$ cat config.mk
export PLATFORM = sky130hd
export DESIGN_NAME = gtc_timer
export DESIGN_NICKNAME = d
export VERILOG_FILES = /design/src/rtl/gtc_match.v /design/src/rtl/gtc_timer.v
export VERILOG_INCLUDE_DIRS = /design/src /design/src/rtl
export SDC_FILE = /design/constraint.sdc
export NUM_CORES = 1
export LEC_CHECK = 0
export BUFFER_PORTS_ARGS = -buffer_cell sky130_fd_sc_hd__buf_2
export CAP_MARGIN = 25
export CORE_MARGIN = 10
export CORE_UTILIZATION = 35
export CTS_CLUSTER_SIZE = 24
export DETAILED_ROUTE_END_ITERATION = 16
export GPL_TIMING_DRIVEN = 1
export PLACE_DENSITY = 0.5
export SETUP_SLACK_MARGIN = 0.5
export SKIP_CTS_REPAIR_TIMING = 1
export SYNTH_ARGS = -nofsm -noshare
export SYNTH_HDL_FRONTEND = slang
export SYNTH_HIERARCHICAL = 1
export SYNTH_SLANG_ARGS = --single-unit
$ cat constraint.sdc
create_clock -name clk -period 10.4 [get_ports clk]
set_input_delay 1.56 -clock clk [delete_from_list [all_inputs] [get_ports clk]]
set_output_delay 1.56 -clock clk [all_outputs]
set_load 0.05 [all_outputs]
$ cat src/rtl/gtc_consts.vh
`ifndef GTC_CONSTS_VH
`define GTC_CONSTS_VH
`define GTC_ADDR_COUNT_LO 12'h000
`define GTC_ADDR_COUNT_HI 12'h004
`define GTC_ADDR_CONTROL 12'h008
`define GTC_ADDR_EVENT 12'h00c
`define GTC_ADDR_CMP_LO 12'h010
`define GTC_ADDR_CMP_HI 12'h014
`define GTC_ADDR_INCR 12'h018
`define GTC_ADDR_MASK 12'h01c
`define GTC_CTL_COUNT_EN 0
`define GTC_CTL_CMP_EN 1
`define GTC_CTL_IRQ_EN 2
`define GTC_CTL_AUTO_INC 3
`define GTC_CTL_WIDTH 4
`define GTC_CTL_RESET 4'h0
`define GTC_EVT_MATCH 0
`define GTC_MASK_RESET 1'h1
`endif

$ cat src/rtl/gtc_match.v
`timescale 1ns/1ps
`default_nettype none
module gtc_match #(
  parameter W = 64
) (
  input wire [W-1:0] count,
  input wire [W-1:0] compare,
  input wire cmp_en,
  output wire hit
);
  // Reaching means count at or past the comparator value
  assign hit = cmp_en && (count >= compare);
endmodule
`default_nettype wire

$ cat src/rtl/gtc_timer.v
`timescale 1ns/1ps
`default_nettype none
`include "gtc_consts.vh"
module gtc_timer #(
  parameter W = 64
) (
  input wire clk,
  input wire rst_n,
  input wire psel,
  input wire penable,
  input wire pwrite,
  input wire [11:0] paddr,
  input wire [31:0] pwdata,
  output reg [31:0] prdata,
  output reg pready,
  output reg pslverr,
  output reg irq
);
  reg rst_meta;
  reg rst_sync_n;
  reg [W-1:0] count;
  reg [W-1:0] compare;
  reg [31:0] incr;
  reg [`GTC_CTL_WIDTH-1:0] control;
  reg event_flag;
  reg mask;
  reg armed;
  reg prev_hit;
  wire hit;
  wire access;
  wire wr;
  wire match_evt;
  reg [31:0] next_rdata;
  reg next_err;
  wire wr_done;
  wire wr_count_lo;
  wire wr_count_hi;
  wire wr_control;
  wire wr_event;
  wire wr_cmp_lo;
  wire wr_cmp_hi;
  wire wr_incr;
  wire wr_mask;
  wire clr_evt;
  wire next_event_flag;
  wire [W-1:0] count_step;
  wire ctl_count_en;
  wire ctl_irq_en;
  wire ctl_auto_inc;

  always @(posedge clk or negedge rst_n) begin
    if (!rst_n) begin
      rst_meta <= 1'b0;
      rst_sync_n <= 1'b0;
    end else begin
      rst_meta <= 1'b1;
      rst_sync_n <= rst_meta;
    end
  end

  gtc_match #(.W(W)) u_match (
    .count(count),
    .compare(compare),
    .cmp_en(control[`GTC_CTL_CMP_EN]),
    .hit(hit)
  );

  // A match event is the rising edge of reached, and only one per arming unless auto-increment is on
  assign match_evt = hit && !prev_hit && armed;
  assign access = psel && penable;
  assign wr = access && pwrite;

  // Write strobe for one register, at the edge where the access completes
  function wr_sel;
    input done;
    input [11:0] addr;
    input [11:0] target;
    begin
      wr_sel = done && (addr == target);
    end
  endfunction

  assign wr_done = wr && pready;
  assign wr_count_lo = wr_sel(wr_done, paddr, `GTC_ADDR_COUNT_LO);
  assign wr_count_hi = wr_sel(wr_done, paddr, `GTC_ADDR_COUNT_HI);
  assign wr_control = wr_sel(wr_done, paddr, `GTC_ADDR_CONTROL);
  assign wr_event = wr_sel(wr_done, paddr, `GTC_ADDR_EVENT);
  assign wr_cmp_lo = wr_sel(wr_done, paddr, `GTC_ADDR_CMP_LO);
  assign wr_cmp_hi = wr_sel(wr_done, paddr, `GTC_ADDR_CMP_HI);
  assign wr_incr = wr_sel(wr_done, paddr, `GTC_ADDR_INCR);
  assign wr_mask = wr_sel(wr_done, paddr, `GTC_ADDR_MASK);
  assign clr_evt = wr_event && pwdata[`GTC_EVT_MATCH];
  // Set beats a write-one clear in the same cycle
  assign next_event_flag = match_evt || (event_flag && !clr_evt);
  assign count_step = {{(W-1){1'b0}}, 1'b1};
  assign ctl_count_en = control[`GTC_CTL_COUNT_EN];
  assign ctl_irq_en = control[`GTC_CTL_IRQ_EN];
  assign ctl_auto_inc = control[`GTC_CTL_AUTO_INC];

  function [31:0] pick;
    input [W-1:0] v;
    input hi;
    begin
      pick = hi ? v[63:32] : v[31:0];
    end
  endfunction

  always @* begin
    next_rdata = 32'h0;
    next_err = 1'b0;
    case (paddr)
      `GTC_ADDR_COUNT_LO: next_rdata = pick(count, 1'b0);
      `GTC_ADDR_COUNT_HI: next_rdata = pick(count, 1'b1);
      `GTC_ADDR_CONTROL: next_rdata = {28'h0, control};
      `GTC_ADDR_EVENT: next_rdata = {31'h0, event_flag};
      `GTC_ADDR_CMP_LO: next_rdata = pick(compare, 1'b0);
      `GTC_ADDR_CMP_HI: next_rdata = pick(compare, 1'b1);
      `GTC_ADDR_INCR: next_rdata = incr;
      `GTC_ADDR_MASK: next_rdata = {31'h0, mask};
      default: next_err = 1'b1;
    endcase
  end

  always @(posedge clk or negedge rst_sync_n) begin
    if (!rst_sync_n) begin
      prdata <= 32'h0;
      pready <= 1'b0;
      pslverr <= 1'b0;
    end else begin
      // One wait state: answer in the second access cycle
      pready <= access && !pready;
      pslverr <= access && !pready && next_err;
      prdata <= (access && !pready && !pwrite) ? next_rdata : 32'h0;
    end
  end

  always @(posedge clk or negedge rst_sync_n) begin
    if (!rst_sync_n) begin
      prev_hit <= 1'b0;
    end else begin
      prev_hit <= hit;
    end
  end

  // Software writes take priority over counting
  always @(posedge clk or negedge rst_sync_n) begin
    if (!rst_sync_n) begin
      count <= {W{1'b0}};
    end else if (wr_count_lo) begin
      count[31:0] <= pwdata;
    end else if (wr_count_hi) begin
      count[63:32] <= pwdata;
    end else if (ctl_count_en) begin
      count <= count + count_step;
    end
  end

  always @(posedge clk or negedge rst_sync_n) begin
    if (!rst_sync_n) begin
      control <= `GTC_CTL_RESET;
    end else if (wr_control) begin
      control <= pwdata[`GTC_CTL_WIDTH-1:0];
    end
  end

  always @(posedge clk or negedge rst_sync_n) begin
    if (!rst_sync_n) begin
      incr <= 32'h0;
    end else if (wr_incr) begin
      incr <= pwdata;
    end
  end

  always @(posedge clk or negedge rst_sync_n) begin
    if (!rst_sync_n) begin
      mask <= `GTC_MASK_RESET;
    end else if (wr_mask) begin
      mask <= pwdata[0];
    end
  end

  // Rewriting the comparator rearms single-shot detection
  always @(posedge clk or negedge rst_sync_n) begin
    if (!rst_sync_n) begin
      compare <= {W{1'b0}};
      armed <= 1'b1;
    end else if (wr_cmp_lo) begin
      compare[31:0] <= pwdata;
      armed <= 1'b1;
    end else if (wr_cmp_hi) begin
      compare[63:32] <= pwdata;
      armed <= 1'b1;
    end else if (match_evt && ctl_auto_inc) begin
      compare <= compare + {32'h0, incr};
    end else if (match_evt) begin
      armed <= 1'b0;
    end
  end

  always @(posedge clk or negedge rst_sync_n) begin
    if (!rst_sync_n) begin
      event_flag <= 1'b0;
    end else begin
      event_flag <= next_event_flag;
    end
  end

  // Level request follows the flag, gated by its enable and the mask
  always @(posedge clk or negedge rst_sync_n) begin
    if (!rst_sync_n) begin
      irq <= 1'b0;
    end else begin
      irq <= next_event_flag && ctl_irq_en && mask;
    end
  end
endmodule
`default_nettype wire

==> results of run 1 <==
==> area by class of cell <==
cell class              count  area (um^2)  area share, %
clock buffers              35          736           4.50
repair buffers            105          581           3.55
inverters                  83          312           1.91
clock inverters            13          134          0.819
multi-input cells        1348         8790           53.7
well taps                 532          666           4.07
flip-flops and latches    205         5140           31.4
==> kinds of logic after synthesis <==
group	after synthesis	share of synthesized area, %
adders and majority gates	98	8.48
other	1	0.0258
DFF	205	35.3
and+or+nand+nor	614	21.1
AOI/OAI and AO/OA	535	23.6
muxes	46	3.47
buffers and inverters	173	4.82
xor gates and xnor gates	54	3.25
==> metal layers <==
layer	vias up	share of wire, %	global-route usage, %
li1	6455	-	-
met1	6888	48	31.7
met2	516	43	32.1
met3	65	7.3	3.41
met4	0	2.2	5.44
met5	-	0	0
==> placed cells by master, fill, tap and decap left out, drive strengths merged, types with 35 or more instances in the layout <==
cell    count
a21oi     177
a22oi      75
a31oi      52
and3       40
buf       105
clkbuf     35
dfrtp     203
ha         97
inv        84
mux2       36
nand2     169
nand3      73
nand4      35
nor2      167
nor3       36
o21ai      86
==> final timing paths <==
kind,slack [ns],start,end,depth (start not counted)
worst max-delay path,5.45,count[10]$_DFFE_PN0P_,compare[58]$_DFFE_PN0P_,14
min in group clk,0.35,rst_meta$_DFF_PN0_,rst_sync_n$_DFF_PN0_,0
worst min-delay path,0.29,rst_sync_n$_DFF_PN0_,incr[4]$_DFFE_PN0P_,0
worst min register to register,0.29,rst_sync_n$_DFF_PN0_,incr[4]$_DFFE_PN0P_,0
worst max register to register,5.45,count[10]$_DFFE_PN0P_,compare[58]$_DFFE_PN0P_,14
max in group asynchronous,8.25,rst_sync_n$_DFF_PN0_,count[28]$_DFFE_PN0P_,2
==> critical path, cell delays in order (launching register included) <==
cell	delay, ns
dfrtp_1	0.50
ha_1	0.35
and4_1	0.21
nand2_1	0.12
or4_1	0.44
o2111ai_1	0.23
a31oi_1	0.29
o31ai_1	0.33
nor2b_1	0.40
nand3_1	0.20
nor2_2	0.11
buf_4	0.32
nand2_1	0.55
or4_1	0.68
nand3_1	0.09
==> power groups by stage <==
stage	combinational [mW]	sequential, mW	clock (mW)
floorplan	0.0395	0.851	0
global placement	0.0946	0.855	0
detailed placement	0.0969	0.854	0
CTS	0.0969	0.841	0.953
global route	0.108	0.844	0.985
finish	0.0973	0.844	0.936
==> per-stage QoR <==
| stage | worst slack (ns) | instance area (um^2) |
|---|---|---|
| after global routing | 5.24 | 16300 |
| after global placement | 5.58 | 15500 |
| after floorplan | 4.27 | 14600 |
| after CTS | 5.52 | 16300 |
| after detailed placement | 5.52 | 15500 |
| final | 5.45 | 16300 |
==> flip-flops by register name, summed over array words and instances (netlist names) <==
signal and count:
prev_hit 1, pslverr 1, irq 1, event_flag 1, incr 32, count 64
prdata 32, rst_sync_n 1, compare 64, mask 1, control 4, rst_meta 1
pready 1, armed 1
==> metrics.cfg, run 1 <==
[run_status]
status = finished clean

[placed_design]
finalWeightedCongestion = 0.906
place_inst = 2273
dp_hpwl_mm = 41.6
io_buffers = 83

[yosys]
synth_common_cells = 203 x dfrtp_1, 175 x a21oi_1, 168 x nand2_1, 162 x nor2_1, 97 x ha_1
synthFlopType = dfrtp_1
ys_ff_latch = 205
async_flop_share_pct = 100
ys_types = 87
synth_area_leaders = dfrtp_1 35%, ha_1 8.3%, a21oi_1 6.0%, nand2_1 4.3%, nor2_1 4.2%
synthesis.nets = 1873
synth_edf_count = 0
synthesis.area_um2 = 14600
synth-seq-area-share_pct = 35.3
synth.top_cell.area_share_pct = 34.9
synth_area_per_cell_um2 = 8.43
yosysWarningCount = 6
synth.most_common_cell = dfrtp_1
synthCells = 1726
yosys.area.top_type = dfrtp_1

[drt]
drc = 0
route.detailed.wl_per_inst_um = 24.0
drt_iter0_drc = 1350
viasPerCell = 6.00
ant_nets = 0
drtPass1Iterations = 5
wl_mm = 55.8
vias = 13924

[floorplanning]
pin_count = 84
die_area_um2 = 50100
core_um2 = 41000
rows = 74
die_h_um = 224
die_w_um = 224
start_util_pct = 35.5

[grt]
antenna_found_initial = 1
grt_max_degree = 72
grt_usage_pct = 21.6
grt_pass1_wl_mm = 84.2
grt_pass1_vias = 13156
gr-total-overflow = 0

[layout]
layout.cells.non_filler = 2321
drive_gt1_share_pct = 13.1
num_antenna_cells = 0
utilization_pct = 39.9
areaGrowthSynthToFinish_pct = 12.3
nNetsFinal = 1917
num-fill-cells = 4152

[sta]
finClkSkew_ns = 0.0284
fin_hold_ws_ns = 0.291
max_freq_mhz = 202
finalHoldViolations = 0
finalCriticalPeriod_ns = 4.95
post-route-period-util_pct = 47.6
worst_slew_pin_slew_ns = 0.993
rsz0062_at_grt = false
final-setup-viol-count = 0
relSlewSlack_pct = 33.8
timing.final.max_slew_violations = 0
final.setup.tns_ns = 0

[power]
comb_power_share_pct = 5.2
seq_power_share_pct = 45.0
sw_frac_of_total_pct = 25.9
p_int_mw = 1.39
power.total_mw = 1.88
peakVddDrop_v = 0.0000958
p_clk_share_pct = 49.9
p_per_area_nw_per_um2 = 115
p_leak_nw = 7.09
netSwitchingPower_mw = 0.486

[critical_path]
end_kind = register
cp-start-kind = register
path_class = reg2reg
required_ns = 10.89
arrival_ns = 5.44
cp_max_fo = 23

[clock_network]
cts_root_buf = clkbuf_16
numCtsBuffers = 27
ctsHtreeMaxLevel = 1
path_clk_slew_ns = 0.06
clk_path_buf_depth = 3
cts_tree = yes
cts.sinks = 205
insertion_delay_ns = 0.57

[hold_path]
min_path_type = reg2async

[run]
drv_cap = 0

(Power assumes the default switching activity.)
==> inputs of run 2 (changes only) <==
--- a/config.mk
+++ b/config.mk
@@ -13,7 +13,7 @@
 export CTS_CLUSTER_SIZE = 24
 export DETAILED_ROUTE_END_ITERATION = 16
 export GPL_TIMING_DRIVEN = 1
-export PLACE_DENSITY = 0.5
+export PLACE_DENSITY = 0.52
 export SETUP_SLACK_MARGIN = 0.5
 export SKIP_CTS_REPAIR_TIMING = 1
 export SYNTH_ARGS = -nofsm -noshare
==> constraint.sdc (replaced) <==
create_clock -name clk -period 4.25 [get_ports clk]
set_input_delay 0.6375 -clock clk [delete_from_list [all_inputs] [get_ports clk]]
set_output_delay 0.6375 -clock clk [all_outputs]
set_load 0.05 [all_outputs]
==> run 2 against run 1 <==
  * Routed wire length up 2.0%
  * Die area unchanged
  * Critical path depth down 1
  * Non-clock buffer count up 24
  * Combinational power up 150%
  * Flip-flop and latch count unchanged
  * Register-to-register slack worse by 4.8 ns
  * Critical path type unchanged
  * Critical endpoint unchanged
  * Largest cell class unchanged
  * Highest routed layer unchanged
==> metrics.cfg, run 2 (same netlist as run 1, synthesis figures left out) <==
[critical_path]
cp_max_fo = 18  ; was 23
critPathTopFamily = simple AND/OR/NAND/NOR gates  ; unchanged
arrival_ns = 4.11  ; was 5.44 ns
worstPathCellList = ha_1 -> nand4_1 -> or4_1 -> o2111ai_2 -> a31oi_2 -> o31ai_2 -> nor2b_4 -> nand3_1 -> nor2_2 -> nand2_1 -> buf_4 -> or4_1 -> nand3_1  ; was ha_1 -> and4_1 -> nand2_1 -> or4_1 -> o2111ai_1 -> a31oi_1 -> o31ai_1 -> nor2b_1 -> nand3_1 -> nor2_2 -> buf_4 -> nand2_1 -> or4_1 -> nand3_1
required_ns = 4.74  ; was 10.89 ns
end_kind = register  ; unchanged
cpMaxStageDelayCell = or4_1  ; unchanged
path_class = reg2reg  ; unchanged
cp_slowest_stage_delay_ns = 0.60  ; was 0.68 ns
path_buf_inv = 1  ; unchanged
cp-start-kind = register  ; unchanged

[layout]
multi_input_area_um2 = 8820  ; was 8790 um^2
final_common_cell = dfrtp_1  ; unchanged
areaGrowthSynthToFinish_pct = 14.7  ; was 12.3%
stdcell_area_um2 = 16700  ; was 16,300 um^2
drive_gt1_share_pct = 14.7  ; was 13.1%
final_cell_mix = 199 x dfrtp_1, 174 x a21oi_1, 166 x nand2_1, 158 x nor2_1, 97 x ha_1  ; was 202 x dfrtp_1, 174 x a21oi_1, 166 x nand2_1, 158 x nor2_1, 97 x ha_1
seq_area_um2 = 5140  ; about the same
nNetsFinal = 1940  ; was 1,917
num-fill-cells = 4142  ; was 4,152
largest_registers = compare (64), count (64)  ; unchanged
num_antenna_cells = 0  ; unchanged
layout.cells.non_filler = 2344  ; was 2,321

[sta]
rsz0062_at_grt = false  ; unchanged
finalCriticalPeriod_ns = 3.62  ; was 4.95 ns
worst_slack_ns = 0.634  ; was 5.45 ns
max_freq_mhz = 277  ; was 202 MHz
final-setup-viol-count = 0  ; unchanged
timing.final.max_slew_violations = 0  ; unchanged
post-route-period-util_pct = 85.1  ; was 47.6%
finalHoldViolations = 0  ; unchanged
relSlewSlack_pct = 41.1  ; was 33.8%
final.setup.tns_ns = 0  ; unchanged
finClkSkew_ns = 0.00957  ; was 0.0284 ns
worst_slew_pin_slew_ns = 0.875  ; was 0.993 ns

[drt]
drc = 0  ; unchanged
vias = 13991  ; was 13,924
viasPerCell = 5.97  ; was 6.00
drt_iter0_drc = 1619  ; was 1,350
wl_mm = 56.9  ; was 55.8 mm
ant_nets = 0  ; unchanged
route.detailed.wl_per_inst_um = 24.3  ; was 24.0 um
drtPass1Iterations = 5  ; unchanged

[placed_design]
dp_worst_setup_slack_ns = 0.390  ; was 5.52 ns
dp_hpwl_mm = 42.3  ; was 41.6 mm
io_buffers = 83  ; unchanged
finalWeightedCongestion = 0.928  ; was 0.906
place_inst = 2295  ; was 2,273
placed_area_um2 = 15700  ; was 15,500 um^2

[clock_network]
ctsHtreeMaxLevel = 1  ; unchanged
numCtsBuffers = 26  ; was 27
cts_root_buf = clkbuf_16  ; unchanged
insertion_delay_ns = 0.56  ; was 0.57 ns
cts_tree = yes  ; unchanged
cts.sinks = 205  ; unchanged
path_clk_slew_ns = 0.06  ; about the same
clk_path_buf_depth = 3  ; unchanged

[floorplanning]
rows = 74  ; unchanged
die_w_um = 224  ; unchanged
pin_count = 84  ; unchanged
die_h_um = 224  ; unchanged
core_um2 = 41000  ; unchanged
die_area_um2 = 50100  ; unchanged
start_util_pct = 35.5  ; unchanged

[power]
sw_frac_of_total_pct = 24.3  ; was 25.9%
seq_power_share_pct = 43.2  ; was 45.0%
netSwitchingPower_mw = 1.15  ; was 0.486 mW
peakVddDrop_v = 0.000282  ; was 0.0000958 V
p_per_area_nw_per_um2 = 284  ; was 115 nW/um^2
comb_power_share_pct = 5.1  ; was 5.2%
p_leak_nw = 7.27  ; was 7.09 nW
p_int_mw = 3.58  ; was 1.39 mW
p_clk_share_pct = 51.7  ; was 49.9%

[grt]
antenna_found_initial = 2  ; was 1
grt_max_degree = 66  ; was 72
grt_pass1_vias = 13347  ; was 13,156
gr-total-overflow = 0  ; unchanged
grt_usage_pct = 22.1  ; was 21.6%
grt_pass1_wl_mm = 85.9  ; was 84.2 mm

[run]
drv_cap = 0  ; unchanged

[run_status]
status = finished clean  ; unchanged

[hold_path]
min_path_type = reg2reg  ; was reg2async

==> run 2: final timing paths <==
check | start | slack [ns] | cells after the start | to
min in group asynchronous | rst_n | 0.39 | 2 | rst_meta$_DFF_PN0_
max in group asynchronous | rst_sync_n$_DFF_PN0_ | 2.75 | 2 | compare[25]$_DFFE_PN0P_
hold reg to reg | rst_meta$_DFF_PN0_ | 0.35 | 0 | rst_sync_n$_DFF_PN0_
setup / recovery | count[15]$_DFFE_PN0P_ | 0.63 | 13 | compare[58]$_DFFE_PN0P_
hold / removal | rst_meta$_DFF_PN0_ | 0.35 | 0 | rst_sync_n$_DFF_PN0_
setup reg to reg | count[15]$_DFFE_PN0P_ | 0.63 | 13 | compare[58]$_DFFE_PN0P_
==> run 2: power groups by stage <==
stage / Clock [mW] / Sequential, mW / Combinational (mW)
after floorplan: 0 / 2.08 / 0.0966
after global placement: 0 / 2.08 / 0.237
after detailed placement: 0 / 2.08 / 0.239
after CTS: 2.49 / 2.04 / 0.240
after global routing: 2.57 / 2.05 / 0.269
final: 2.45 / 2.04 / 0.242
==> run 2: metal layers <==
layer  track usage [%]  wire length, um  up-vias
met2              33.1            24700      582
met3              3.03             4800       72
met1              32.3            26000     6839
met5                 0                0        -
met4              6.43             1300        0
li1                  -                -     6498
==> run 2: per-stage QoR <==
stage                     hold WS [ns]  utilization (%)  total power, mW
after floorplan                  0.331                -             2.18
after global placement           0.338             38.3             2.31
after detailed placement         0.337             38.3             2.32
after CTS                       -0.163             40.5             4.77
after global routing             0.365             40.7             4.88
final                            0.347             40.7             4.74
==> run 2: area by class of cell <==
cell class                      instances  area share, %
Inverter                               83           1.87
Timing Repair Buffer                  129           4.95
Clock inverter                          9          0.869
Multi-Input combinational cell       1348           52.8
Clock buffer                           38           4.71
Sequential cell                       205           30.8
Tap cell                              532           3.99
